===== src/logic/ezo_pkg.sv =====
// Package: constants, register map and types of the encoder pulse output block
package ezo_pkg;
   // Core clock
   localparam int CLK_HZ = 50_000_000;
   localparam int CLK_PER_MS = CLK_HZ / 1000;
   localparam int CLK_PER_US = CLK_HZ / 1_000_000;
   // Power-up initialization time
   localparam int INIT_BASE_MS = 1500;
   localparam int WAIT_STEP_MS = 100;
   localparam int INIT_BASE_CYC = INIT_BASE_MS * CLK_PER_MS;
   localparam int WAIT_STEP_CYC = WAIT_STEP_MS * CLK_PER_MS;
   // Setting ranges
   localparam logic [6:0] WAIT_MAX = 7'h64;
   localparam logic [14:0] ENCZ_MAX = 15'h7FFF;
   localparam logic [8:0] ZMIN_MAX_US = 9'h190;
   localparam logic [28:0] SER_INT_MAX = 29'h10000000;
   localparam int POS_W = 32;
   // Register byte addresses
   localparam logic [7:0] ADDR_CFG = 8'h00;
   localparam logic [7:0] ADDR_WAIT = 8'h04;
   localparam logic [7:0] ADDR_ENCZ = 8'h08;
   localparam logic [7:0] ADDR_ZMIN = 8'h0C;
   localparam logic [7:0] ADDR_SINT = 8'h10;
   localparam logic [7:0] ADDR_ORIG = 8'h14;
   localparam logic [7:0] ADDR_STAT = 8'h18;
   // Field positions
   localparam int CFG_SRC_LSB = 0;
   localparam int CFG_REGEN_BIT = 4;
   localparam int STAT_DONE_BIT = 0;
   localparam int STAT_PEND_BIT = 1;
   localparam int STAT_Z_BIT = 2;
   // Reset values
   localparam logic [1:0] RST_SRC = 2'h0;
   localparam logic RST_REGEN = 1'b0;
   localparam logic [6:0] RST_WAIT = 7'h00;
   localparam logic [14:0] RST_ENCZ = 15'h0000;
   localparam logic [8:0] RST_ZMIN = 9'h000;
   localparam logic [28:0] RST_SINT = 29'h00000000;
   localparam logic [31:0] RST_ORIG = 32'h00000000;
   // Pulse source of the output stage
   typedef enum logic [1:0] {
      EZO_SRC_MOTOR,
      EZO_SRC_PARALLEL,
      EZO_SRC_SERIAL
   } ezo_src_type;
endpackage


===== src/logic/ezo_ser_if.sv =====
// Interface: link between output stage and serial scale Z generator
`timescale 1ns/1ns
interface ezo_ser_if;
   import ezo_pkg::*;
   logic restart;
   logic a_step;
   logic dir_up;
   logic [POS_W-1:0] pos;
   logic [POS_W-1:0] origin;
   logic [28:0] interval;
   logic z_evt;
   logic found;
   modport gen(input restart, a_step, dir_up, pos, origin, interval, output z_evt, found);
   modport ctl(output restart, a_step, dir_up, pos, origin, interval, input z_evt, found);
endinterface


===== src/logic/ezo_serial_z.sv =====
// Serial absolute scale Z generator: origin crossing and A-pulse interval
`timescale 1ns/1ns
module ezo_serial_z import ezo_pkg::*; (
   input wire logic i_clk,
   input wire logic i_rst_n,
   ezo_ser_if.gen sif
);
   logic found_q, found_d;
   logic [28:0] cnt_q, cnt_d;
   logic prev_sign_q, prev_sign_d;
   logic prev_nz_q, prev_nz_d;
   logic evt_q, evt_d;
   logic [POS_W-1:0] diff;
   logic hit;

   // Distance to origin; a hit is landing on it or a sign flip across it
   assign diff = sif.pos - sif.origin;
   assign hit = (diff == '0) || (prev_nz_q && (diff[POS_W-1] != prev_sign_q));

   // Checked only on A steps so that Z lines up with the A phase
   always_comb begin
      found_d = found_q;
      cnt_d = cnt_q;
      prev_sign_d = prev_sign_q;
      prev_nz_d = prev_nz_q;
      evt_d = 1'b0;
      if (sif.restart) begin
         found_d = 1'b0;
         cnt_d = '0;
         prev_nz_d = 1'b0;
      end else if (sif.a_step) begin
         prev_sign_d = diff[POS_W-1];
         prev_nz_d = (diff != '0);
         if (sif.interval == '0) begin
            evt_d = hit;
         end else if (!found_q) begin
            if (hit) begin
               found_d = 1'b1;
               cnt_d = '0;
               evt_d = 1'b1;
            end
         end else if (sif.dir_up) begin
            // Interval counted in whole A pulses, not quadrature edges
            cnt_d = (cnt_q == sif.interval - 29'h1) ? '0 : cnt_q + 29'h1;
            evt_d = (cnt_q == sif.interval - 29'h1);
         end else begin
            cnt_d = (cnt_q == '0) ? sif.interval - 29'h1 : cnt_q - 29'h1;
            evt_d = (cnt_q == 29'h1) || (sif.interval == 29'h1);
         end
      end
   end

   always_ff @(posedge i_clk) begin
      if (!i_rst_n) begin
         found_q <= 1'b0;
         cnt_q <= '0;
         prev_sign_q <= 1'b0;
         prev_nz_q <= 1'b0;
         evt_q <= 1'b0;
      end else begin
         found_q <= found_d;
         cnt_q <= cnt_d;
         prev_sign_q <= prev_sign_d;
         prev_nz_q <= prev_nz_d;
         evt_q <= evt_d;
      end
   end

   assign sif.z_evt = evt_q;
   assign sif.found = found_q;
endmodule


===== src/logic/ezo_top.sv =====
// Encoder and external scale pulse output stage with Z generation
// Functional notes
// - Outputs stay quiet until 1.5 s plus the wait setting times 0.1 s have passed.
// - Motor Z pulse width is extended by the set number of divided A pulses.
// - A scale Z pulse is held high for at least the set minimum time.
// - The serial scale Z interval is counted in A pulses, before quadrature.
// - With zero interval, serial Z is only emitted at the origin.
// - Otherwise the first Z comes at the first origin crossing, then every interval.
// - The origin used for that first Z is the programmed offset position.
// - Method 0 passes the parallel scale A, B and Z straight through.
// - Method 1 outputs A and B rebuilt from the parallel scale signals.
// - In method 1 the parallel scale Z still goes straight to the output.
// - Settings written by software take effect only at the next power-on load.
//
// The address-and-strobe port and the register offsets were decided locally.
`timescale 1ns/1ns
module ezo_top import ezo_pkg::*; #(
   parameter int P_BASE_CYC = INIT_BASE_CYC,
   parameter int P_STEP_CYC = WAIT_STEP_CYC
) (
   input wire logic i_clk,
   input wire logic i_rst_n,
   input wire logic [7:0] i_addr,
   input wire logic [31:0] i_wdata,
   input wire logic i_wr,
   input wire logic i_rd,
   output logic [31:0] o_rdata,
   input wire logic i_power_cycle,
   input wire logic i_enc_a,
   input wire logic i_enc_b,
   input wire logic i_enc_z_evt,
   input wire logic i_ext_a,
   input wire logic i_ext_b,
   input wire logic i_ext_z,
   input wire logic i_ser_a,
   input wire logic i_ser_b,
   input wire logic [POS_W-1:0] i_ser_pos,
   output logic o_out_a,
   output logic o_out_b,
   output logic o_out_z,
   output logic o_init_done
);
   // Wait total must fit 32 bits unsigned
   if (P_BASE_CYC < 1 || P_STEP_CYC < 1 || P_STEP_CYC > 20_000_000) begin : g_chk
      $error("ezo_top: initialization counts out of range");
   end

   // Software copies of settings
   logic [1:0] src_q, src_d;
   logic regen_q, regen_d;
   logic [6:0] wait_q, wait_d;
   logic [14:0] encz_q, encz_d;
   logic [8:0] zmin_q, zmin_d;
   logic [28:0] sint_q, sint_d;
   logic [31:0] orig_q, orig_d;
   logic pend_q, pend_d;
   // Settings in force since the last power-on load
   logic [1:0] a_src_q;
   logic a_regen_q;
   logic [6:0] a_wait_q;
   logic [14:0] a_encz_q;
   logic [8:0] a_zmin_q;
   logic [28:0] a_sint_q;
   logic [31:0] a_orig_q;
   logic boot_q;
   logic load;
   ezo_src_type src_e;

   // Power-on load: first cycle after reset or a control power cycle
   assign load = boot_q || i_power_cycle;
   assign src_e = ezo_src_type'(a_src_q);

   // Register writes: out-of-range values saturate, except a source of 3, which falls back to the reset source
   always_comb begin
      src_d = src_q;
      regen_d = regen_q;
      wait_d = wait_q;
      encz_d = encz_q;
      zmin_d = zmin_q;
      sint_d = sint_q;
      orig_d = orig_q;
      pend_d = load ? 1'b0 : pend_q;
      if (i_wr) begin
         pend_d = 1'b1; // Write to a mapped register wins over the clearing load
         case (i_addr)
            ADDR_CFG: begin
               src_d = (i_wdata[CFG_SRC_LSB+:2] == 2'h3) ? RST_SRC : i_wdata[CFG_SRC_LSB+:2];
               regen_d = i_wdata[CFG_REGEN_BIT];
            end
            ADDR_WAIT: wait_d = (i_wdata > 32'(WAIT_MAX)) ? WAIT_MAX : i_wdata[6:0];
            ADDR_ENCZ: encz_d = (i_wdata > 32'(ENCZ_MAX)) ? ENCZ_MAX : i_wdata[14:0];
            ADDR_ZMIN: zmin_d = (i_wdata > 32'(ZMIN_MAX_US)) ? ZMIN_MAX_US : i_wdata[8:0];
            ADDR_SINT: sint_d = (i_wdata > 32'(SER_INT_MAX)) ? SER_INT_MAX : i_wdata[28:0];
            ADDR_ORIG: orig_d = i_wdata;
            default: pend_d = load ? 1'b0 : pend_q;
         endcase
      end
   end

   always_ff @(posedge i_clk) begin
      if (!i_rst_n) begin
         src_q <= RST_SRC;
         regen_q <= RST_REGEN;
         wait_q <= RST_WAIT;
         encz_q <= RST_ENCZ;
         zmin_q <= RST_ZMIN;
         sint_q <= RST_SINT;
         orig_q <= RST_ORIG;
         pend_q <= 1'b0;
      end else begin
         src_q <= src_d;
         regen_q <= regen_d;
         wait_q <= wait_d;
         encz_q <= encz_d;
         zmin_q <= zmin_d;
         sint_q <= sint_d;
         orig_q <= orig_d;
         pend_q <= pend_d;
      end
   end

   // Settings in force change only on the power-on load
   always_ff @(posedge i_clk) begin
      if (!i_rst_n) begin
         boot_q <= 1'b1;
         a_src_q <= RST_SRC;
         a_regen_q <= RST_REGEN;
         a_wait_q <= RST_WAIT;
         a_encz_q <= RST_ENCZ;
         a_zmin_q <= RST_ZMIN;
         a_sint_q <= RST_SINT;
         a_orig_q <= RST_ORIG;
      end else begin
         boot_q <= 1'b0;
         if (load) begin
            a_src_q <= src_q;
            a_regen_q <= regen_q;
            a_wait_q <= wait_q;
            a_encz_q <= encz_q;
            a_zmin_q <= zmin_q;
            a_sint_q <= sint_q;
            a_orig_q <= orig_q;
         end
      end
   end

   // Initialization delay counter
   logic [31:0] init_cnt_q, init_cnt_d;
   logic done_q, done_d;
   logic [31:0] init_tgt;
   assign init_tgt = 32'(P_BASE_CYC) + 32'(a_wait_q) * 32'(P_STEP_CYC);

   always_comb begin
      init_cnt_d = init_cnt_q;
      done_d = done_q;
      if (load) begin
         init_cnt_d = '0;
         done_d = 1'b0;
      end else if (!done_q) begin
         init_cnt_d = init_cnt_q + 32'h1;
         done_d = (init_cnt_q == init_tgt - 32'h1);
      end
   end

   always_ff @(posedge i_clk) begin
      if (!i_rst_n) begin
         init_cnt_q <= '0;
         done_q <= 1'b0;
      end else begin
         init_cnt_q <= init_cnt_d;
         done_q <= done_d;
      end
   end

   // Parallel scale pins come from outside: two flip-flops before use
   logic [2:0] ext_s1_q, ext_s2_q, ext_p_q;
   logic enc_a_p_q, ser_a_p_q;
   always_ff @(posedge i_clk) begin
      if (!i_rst_n) begin
         ext_s1_q <= 3'h0;
         ext_s2_q <= 3'h0;
         ext_p_q <= 3'h0;
         enc_a_p_q <= 1'b0;
         ser_a_p_q <= 1'b0;
      end else begin
         ext_s1_q <= {i_ext_z, i_ext_b, i_ext_a};
         ext_s2_q <= ext_s1_q;
         ext_p_q <= ext_s2_q;
         enc_a_p_q <= i_enc_a;
         ser_a_p_q <= i_ser_a;
      end
   end

   // Quadrature rebuild: index {B, A^B} steps by one per valid edge
   logic [1:0] ph_q, ph_d;
   logic [1:0] idx_now, idx_prev, idx_step;
   assign idx_now = {ext_s2_q[1], ext_s2_q[1] ^ ext_s2_q[0]};
   assign idx_prev = {ext_p_q[1], ext_p_q[1] ^ ext_p_q[0]};
   assign idx_step = idx_now - idx_prev;

   // Double steps are glitches and dropped rather than guessed
   always_comb begin
      ph_d = ph_q;
      if (!a_regen_q || load) begin
         ph_d = idx_now; // Track the pins so a switch to rebuild starts aligned
      end else if (idx_step == 2'h1) begin
         ph_d = ph_q + 2'h1;
      end else if (idx_step == 2'h3) begin
         ph_d = ph_q - 2'h1;
      end
   end

   always_ff @(posedge i_clk) begin
      if (!i_rst_n) begin
         ph_q <= 2'h0;
      end else begin
         ph_q <= ph_d;
      end
   end

   // Serial scale Z generator
   ezo_ser_if ser_if();
   assign ser_if.restart = load;
   assign ser_if.a_step = i_ser_a & ~ser_a_p_q;
   assign ser_if.dir_up = ~i_ser_b;
   assign ser_if.pos = i_ser_pos;
   assign ser_if.origin = a_orig_q;
   assign ser_if.interval = a_sint_q;

   ezo_serial_z u_serial_z (
      .i_clk(i_clk),
      .i_rst_n(i_rst_n),
      .sif(ser_if.gen)
   );

   // Motor Z width and scale Z minimum width stretchers
   logic mz_q, mz_d;
   logic [14:0] mz_cnt_q, mz_cnt_d;
   logic [14:0] st_cnt_q, st_cnt_d;
   logic [14:0] zmin_cyc;
   logic st_trig;
   assign zmin_cyc = 15'(a_zmin_q) * 15'(CLK_PER_US);
   assign st_trig = (src_e == EZO_SRC_PARALLEL) ? (ext_s2_q[2] & ~ext_p_q[2]) :
                    (src_e == EZO_SRC_SERIAL) ? ser_if.z_evt : 1'b0;

   always_comb begin
      mz_d = mz_q;
      mz_cnt_d = mz_cnt_q;
      st_cnt_d = st_cnt_q;
      if (i_enc_z_evt) begin
         mz_d = 1'b1;
         mz_cnt_d = a_encz_q;
      end else if (mz_q && i_enc_a && !enc_a_p_q) begin
         mz_d = (mz_cnt_q != '0);
         mz_cnt_d = (mz_cnt_q == '0) ? '0 : mz_cnt_q - 15'h1;
      end
      if (st_trig) begin
         // Zero setting still gives one clock so a serial Z is never lost
         st_cnt_d = (zmin_cyc == '0) ? 15'h1 : zmin_cyc;
      end else if (st_cnt_q != '0) begin
         st_cnt_d = st_cnt_q - 15'h1;
      end
   end

   always_ff @(posedge i_clk) begin
      if (!i_rst_n) begin
         mz_q <= 1'b0;
         mz_cnt_q <= '0;
         st_cnt_q <= '0;
      end else begin
         mz_q <= mz_d;
         mz_cnt_q <= mz_cnt_d;
         st_cnt_q <= st_cnt_d;
      end
   end

   // Output selection; all outputs retimed on the core clock
   logic a_d, b_d, z_d;
   logic [31:0] rdata_d;
   always_comb begin
      a_d = 1'b0;
      b_d = 1'b0;
      z_d = 1'b0;
      unique case (src_e)
         EZO_SRC_MOTOR: begin
            a_d = i_enc_a;
            b_d = i_enc_b;
            z_d = mz_q | i_enc_z_evt;
         end
         EZO_SRC_PARALLEL: begin
            a_d = a_regen_q ? (ph_q[1] ^ ph_q[0]) : ext_s2_q[0];
            b_d = a_regen_q ? ph_q[1] : ext_s2_q[1];
            z_d = ext_s2_q[2] | (st_cnt_q != '0);
         end
         EZO_SRC_SERIAL: begin
            a_d = i_ser_a;
            b_d = i_ser_b;
            z_d = (st_cnt_q != '0);
         end
         default: begin
            a_d = 1'b0;
            b_d = 1'b0;
            z_d = 1'b0;
         end
      endcase
      if (!done_q) begin
         a_d = 1'b0;
         b_d = 1'b0;
         z_d = 1'b0;
      end
      rdata_d = '0;
      if (i_rd) begin
         case (i_addr)
            ADDR_CFG: rdata_d = {27'h0, regen_q, 2'h0, src_q};
            ADDR_WAIT: rdata_d = {25'h0, wait_q};
            ADDR_ENCZ: rdata_d = {17'h0, encz_q};
            ADDR_ZMIN: rdata_d = {23'h0, zmin_q};
            ADDR_SINT: rdata_d = {3'h0, sint_q};
            ADDR_ORIG: rdata_d = orig_q;
            ADDR_STAT: begin
               rdata_d[STAT_DONE_BIT] = done_q;
               rdata_d[STAT_PEND_BIT] = pend_q;
               rdata_d[STAT_Z_BIT] = o_out_z;
            end
            default: rdata_d = '0;
         endcase
      end
   end

   always_ff @(posedge i_clk) begin
      if (!i_rst_n) begin
         o_out_a <= 1'b0;
         o_out_b <= 1'b0;
         o_out_z <= 1'b0;
         o_init_done <= 1'b0;
         o_rdata <= '0;
      end else begin
         o_out_a <= a_d;
         o_out_b <= b_d;
         o_out_z <= z_d;
         o_init_done <= done_q;
         o_rdata <= rdata_d;
      end
   end
endmodule


===== config.mk =====
export PLATFORM = sky130hd
export DESIGN_NAME = ezo_top
export DESIGN_NICKNAME = d
export VERILOG_FILES = /design/src/logic/ezo_pkg.sv /design/src/logic/ezo_ser_if.sv /design/src/logic/ezo_serial_z.sv /design/src/logic/ezo_top.sv
export SDC_FILE = /design/constraint.sdc
export NUM_CORES = 1
export LEC_CHECK = 0
export BUFFER_PORTS_ARGS = -buffer_cell sky130_fd_sc_hd__buf_2
export CORE_MARGIN = 3
export CORE_UTILIZATION = 50
export CTS_CLUSTER_SIZE = 10
export DETAILED_ROUTE_END_ITERATION = 8
export PLACE_DENSITY = 0.7
export SYNTH_ARGS = -nofsm -noshare
export SYNTH_HDL_FRONTEND = slang
export SYNTH_SLANG_ARGS = --single-unit

===== constraint.sdc =====
create_clock -name i_clk -period 4.6 [get_ports i_clk]
set_input_delay 0.23 -clock i_clk [delete_from_list [all_inputs] [get_ports i_clk]]
set_output_delay 0.23 -clock i_clk [all_outputs]
set_load 0.02 [all_outputs]

=== Yosys cells after proc, flatten, opt, wreduce, memory -nomap -nowiden ===
Index checks and enable logic that the tools add are counted.

* $add $sub $neg: 12
* Reductions and logical operators: 37
* $mul: 2
* Bitwise operators: 13
* Mux-type cells: 40
* $lt $le $gt $ge: 4
* Equality and inequality tests: 16

{| class="wikitable"
|+ Operators by type and width
! cell !! number
|-
| two-way mux 29 bit || 6
|-
| case mux 29 bit (6 select lines) || 1
|-
| two-way mux 15 bit || 7
|-
| == test 29 x 1 -> 1 bit (second input constant) || 2
|-
| zero test 29 bit || 2
|-
| subtractor 29 x 1 -> 29 bit (second input constant) || 2
|-
| adder 32 x 1 -> 32 bit (second input constant) || 1
|-
| == test 32 bit || 1
|-
| greater-than comparator 32 x 15 -> 1 bit (second input constant) || 1
|-
| greater-than comparator 32 x 29 -> 1 bit (second input constant) || 1
|-
| greater-than comparator 32 x 7 -> 1 bit (second input constant) || 1
|-
| greater-than comparator 32 x 9 -> 1 bit (second input constant) || 1
|-
| zero test 32 bit || 1
|-
| nonzero test 32 bit || 1
|-
| subtractor 31 x 1 -> 32 bit (second input constant) || 1
|-
| subtractor 32 bit || 1
|-
| adder 27 x 30 -> 31 bit (first input constant) || 1
|-
| zero test 15 bit || 2
|-
| nonzero test 15 bit || 2
|-
| subtractor 15 x 1 -> 15 bit (second input constant) || 2
|-
| adder 29 x 1 -> 29 bit (second input constant) || 1
|-
| == test 29 bit || 1
|-
| == test 8 x 5 -> 1 bit (second input constant) || 3
|-
| multiplier 7 x 17 -> 24 bit (second input constant) || 1
|-
| 31 further kinds || 81
|}

* Word-level logic and storage cells: 161
* Bits of input ports: 85
* Output and inout port bits: 36
* Flip-flop bits (word level): 338

=== Logic depth before layout (Yosys ltp) ===
* Depth after elaboration: 7
* Mapped depth: 19
* Depth with buffers taken out: 18

=== Modules after synthesis ===
From an unflattened synthesis, not the netlist that was laid out.

* Cell total of the unflattened synthesis: 2,807
* Area total of the unflattened synthesis: 21,842.2 µm²

{| class="wikitable"
|+ By module, submodules not included
! module !! area an instance (µm²) !! instances !! cells an instance !! seq. area each (µm²)
|-
| ezo_top || 15,476.1 || 1 || 1,852 || 6,105.9
|-
| ezo_serial_z || 6,366.1 || 1 || 955 || 660.6
|}

=== Worst setup path after synthesis ===
Ideal clock, no wire load.

* Path kind: register -> register
* Start point: register a_wait_q[5]
* End point: register done_q
* Buffers on the path: 1
* Clock period less this slack: 5,031 ps
* Required time: 4,513 ps
* Data arrival time: 4,944 ps
* Setup slack: -431 ps
* Stages on the path, launching flop included: 20
* Setup time: 87 ps
* Cell sequence: dfxtp_1 inv_1 ha_1 fa_1 inv_1 ha_1 fa_1 ha_1 clkbuf_1 a21oi_1 o21ai_1 a2111oi_2 nor3b_1 xnor2_1 xnor2_1 and3_1 o211ai_1 a211o_1 a2111o_1 o31ai_1

* Cells in the longest elaborated chain, start to end: 5

{| class="wikitable"
|+ RTL lines
! item !! line !! text
|-
| start: declaration || ezo_top.sv:60 || <nowiki>logic [6:0] a_wait_q;</nowiki>
|-
| start signal: assignment || ezo_top.sv:138 || <nowiki>a_wait_q <= wait_q;</nowiki>
|-
| multiplier 7 x 17 -> 24 bit || ezo_top.sv:151 || <nowiki>assign init_tgt = 32'(P_BASE_CYC) + 32'(a_wait_q) * 32'(P_STEP_CYC);</nowiki>
|-
| adder 27 x 30 -> 31 bit || ezo_top.sv:151 ||
|-
| subtractor 31 x 1 -> 32 bit || ezo_top.sv:161 || <nowiki>done_d = (init_cnt_q == init_tgt - 32'h1);</nowiki>
|-
| == test 32 bit || ezo_top.sv:161 ||
|-
| two-way mux 1 bit || ezo_top.sv:159 || <nowiki>end else if (!done_q) begin</nowiki>
|-
| end signal: assignment || ezo_top.sv:171 || <nowiki>done_q <= done_d;</nowiki>
|-
| end: declaration || ezo_top.sv:149 || <nowiki>logic done_q, done_d;</nowiki>
|}

No other way between the ends.
A chain may end at the register's enable or synchronous reset.

=== Worst setup path in the final report ===
* Start point: register a_wait_q[4]
* End point: register done_q

Same word-level chain as after synthesis.

==> impl_results.md <==
- WL per Instance: 19.9 um
- CP Launch Type: flop
- Area occupied by multi-input gates: around 0.014 mm^2
- Die X-Extent: approximately 210 um
- Final Max Slew Viols: 0
- Via/cell ratio: 6.13
- Number of max-cap violations: 0
- Post-route minimum period: approximately 4.7 ns
- Layout cells sized above 1: 0.131
- Die Footprint: 0.0454 mm^2
- IO Count: around 120
- Worst-path clk slew: roughly 0.06 ns
- Most used DFF post-synth: dfxtp_1
- Pwr Total: 6.73 mW
- Nets: 3078
- Total track usage: 0.292
- Register Area: 0.00678 mm^2
- Leak pwr: between 9 and 10 nW
- Synth Warn #: 0
- CTS sink cnt: about 340
- Die H: around 210 um
- FF-to-FF Start: a_wait_q[4]
- Multiplexer area fraction after synthesis: 0.0141
- CTS Root Cell: clkbuf_16
- CP max FO: 5
- Run status: finished with violations
- Synth Area in Simple Gates: 0.228
- Area growth from synthesis to layout: 14.8%
- Hpwl dp: roughly 50000 um
- Row cnt: 75
- RSZ-0062 raised after global routing: true
- Net Count, Synth: roughly 3000
- Worst Path Arrival: 5.21 ns
- FF-to-FF path depth: 22
- Hold path depth: 3
- Number of CTS-inserted buffers: 41
- Rel. slew slack: 0.312
- Drt total wl: 67600 um
- Final Cycle Share: 1.03
- Syn avg cell area: just under 8 um^2
- Setup slack, reg-to-reg: -0.13 ns
- Setup crit end kind: flop
- Port bufs: 120
- TNS Setup: -0.130 ns
- Hold Fails Final Rpt: 0
- Largest family of logic cells by synthesized area: simple AND/OR/NAND/NOR gates
- Seq/Total Area, Yosys: 0.316
- First drt pass iteration count: 6
- Fill cells: 3765
- Synth cell types: between 90 and 100
- Initial drt markers: 2160
- Htree depth: 2
- Min-Delay Path Class: in -> reg
- Initial core utilization: 0.509
- Compound-Gate Fraction of Synth Area: 0.209
- Synth Area in Adders: 0.0968
- Final setup vio count: 1
- Core Region: between 0.04 and 0.05 mm^2
- Post-synthesis xor/xnor area fraction: 0.0830
- Req. time, crit path: 5.08 ns
- DRC violations left: 0
- PD cells: 273 mW/mm^2
- Post-Synthesis Cells: approximately 2700
- Initial antenna violation count: 2
- Placer congestion estimate: 0.998
- CP Class: reg -> reg
- Synthesis-stage register bit count: ~340
- FMAX: between 0.2 and 0.25 GHz
- Worst slew pin tran: 1.03 ns
- CTS max path bufs: 3
- Ys async rst share: 0
- Post-Syn Area: ~0.021 mm^2
- Vias: approximately 21000
- Skew final: 0.0314 ns
- Hold path start: i_wdata[2]
- Failing checks: negative setup slack
- Largest net degree at the start of global routing: around 120
- Antenna Cells: 0
- Vias in the first global route: 19800
- Routed Antenna Nets: 0
- Final worst slack: -0.130 ns
- Worst reg2reg endpoint: done_q
- Hold Path Sink: orig_q[2]
- Post-synth EDFFs: 0
- Worst-Skew Late Latency: 0.58 ns
- Global-route wire length before repair: ~110000 um
- TritonCTS clock tree: yes
- VDD IR max: 0.256 mV
- Total grt overflow: 0
-- repair_timing --
action                                  4_1_cts  5_1_grt
endpoints found under the hold margin        63        0
buffers inserted                              7        3
pin swaps                                    19       22
gates resized for setup                      22       20
hold buffers                                 32        0
gates cloned                                  0        0
endpoints found under the setup margin        1        1
-- area by class of cell --
cell class	instances	area share
Clock buffer	47	0.0430
Clock inverter	7	0.00467
Multi-Input combinational cell	2082	0.565
Sequential cell	338	0.275
Timing Repair Buffer	235	0.0633
Inverter	141	0.0217
Tap cell	539	0.0274
-- per-stage QoR --
stage                      util  cell area (um^2)  hold slack (ns)  cells  setup slack [ns]
final                     0.584             24600           0.0345   3389            -0.130
after global routing      0.584             24600           0.0343   3389            -0.305
after CTS                 0.582             24500         0.000364   3386            -0.152
after detailed placement  0.542             22800            0.423   3293            -0.273
after global placement    0.542             22800            0.420   3293            -0.125
after floorplan               -             21600            0.352   2715            0.0150
-- cells in the final DEF (no fill, tap or decap), types with 22 or more instances in the layout --
cell type / n
a21o_1: 25
a21oi_1: 239
a22oi_1: 62
a31oi_1: 22
and2_1: 32
and3_1: 27
buf_2: 120
buf_4: 79
clkbuf_16: 41
dfxtp_1: 333
dlygate4sd3_1: 32
ha_1: 126
inv_1: 136
nand2_1: 414
nand3_1: 58
nand4_1: 38
nor2_1: 222
nor3_1: 54
nor4_1: 38
o21ai_0: 82
o22ai_1: 35
or3_1: 23
xnor2_1: 109
xor2_1: 61
-- where the power goes --
group	switching (mW)	internal, mW	total, mW
clock network	1.26	1.69	2.95
registers	0.0480	2.99	3.04
logic	0.453	0.292	0.745
total	1.76	4.97	6.73
-- registers in the layout, summed over array words and instances, names as in the netlist, 2 cells and up --
name,count
init_cnt_q,32
a_src_q,2
orig_q,32
ph_q,2
u_serial_z.cnt_q,29
encz_q,15
st_cnt_q,15
wait_q,7
o_rdata,32
a_wait_q,7
ext_s1_q,3
mz_cnt_q,15
sint_q,29
a_encz_q,15
a_sint_q,29
a_zmin_q,9
ext_p_q,3
ext_s2_q,3
zmin_q,9
src_q,2
a_orig_q,32
-- worst max-delay path: stages (launching register included) --
cell      delay [ns]
dfxtp_4         0.36
ha_4            0.27
inv_2           0.03
fa_1            0.47
fa_2            0.56
inv_2           0.04
ha_4            0.23
ha_4            0.24
buf_6           0.13
a21oi_4         0.16
o21ai_4         0.10
buf_4           0.17
a221oi_4        0.30
xnor2_2         0.13
buf_4           0.15
buf_4           0.13
nor2_1          0.12
nand2_1         0.09
xor2_1          0.14
nand2_1         0.08
nand4_1         0.09
a2111o_1        0.43
o31ai_1         0.20
-- cell usage after synthesis, drive strengths merged (39+ instances only) --
| cell | number | area (um^2) |
|---|---|---|
| a21oi | 242 | 1210 |
| a22oi | 63 | 473 |
| clkbuf | 138 | 518 |
| dfxtp | 338 | 6770 |
| ha | 134 | 1680 |
| inv | 141 | 529 |
| nand2 | 415 | 1560 |
| nand3 | 61 | 305 |
| nand4 | 39 | 250 |
| nor2 | 224 | 841 |
| nor3 | 61 | 337 |
| nor4 | 42 | 308 |
| o21ai | 93 | 469 |
| xnor2 | 116 | 1020 |
| xor2 | 64 | 561 |
-- cells by family (layout without fill, tap and decap cells) --
kind of cell | after synthesis | in the layout
xor+xnor | 189 | 189
compound gates | 681 | 681
simple gates | 1029 | 1029
buf+inv | 295 | 430
fa+ha+maj | 154 | 154
mux | 29 | 29
flops | 338 | 338
-- metal layers --
metal  up-vias  routed length, um  track usage
met5         -                 31            0
met4         4               2480        0.104
met3       153               6060       0.0607
met2       923              29600        0.448
met1      9807              29400        0.408
li1       9895                  -            -
-- worst max path at each step --
stage / start / to / cells past startpoint
2_1_floorplan: a_wait_q[5] / done_q / 18
3_3_place_gp: a_wait_q[5] / done_q / 18
3_5_place_dp: a_wait_q[5] / done_q / 18
4_1_cts: a_wait_q[4] / done_q / 18
5_1_grt: a_wait_q[4] / done_q / 21
6_report: a_wait_q[4] / done_q / 22
(Power assumes the default switching activity.)
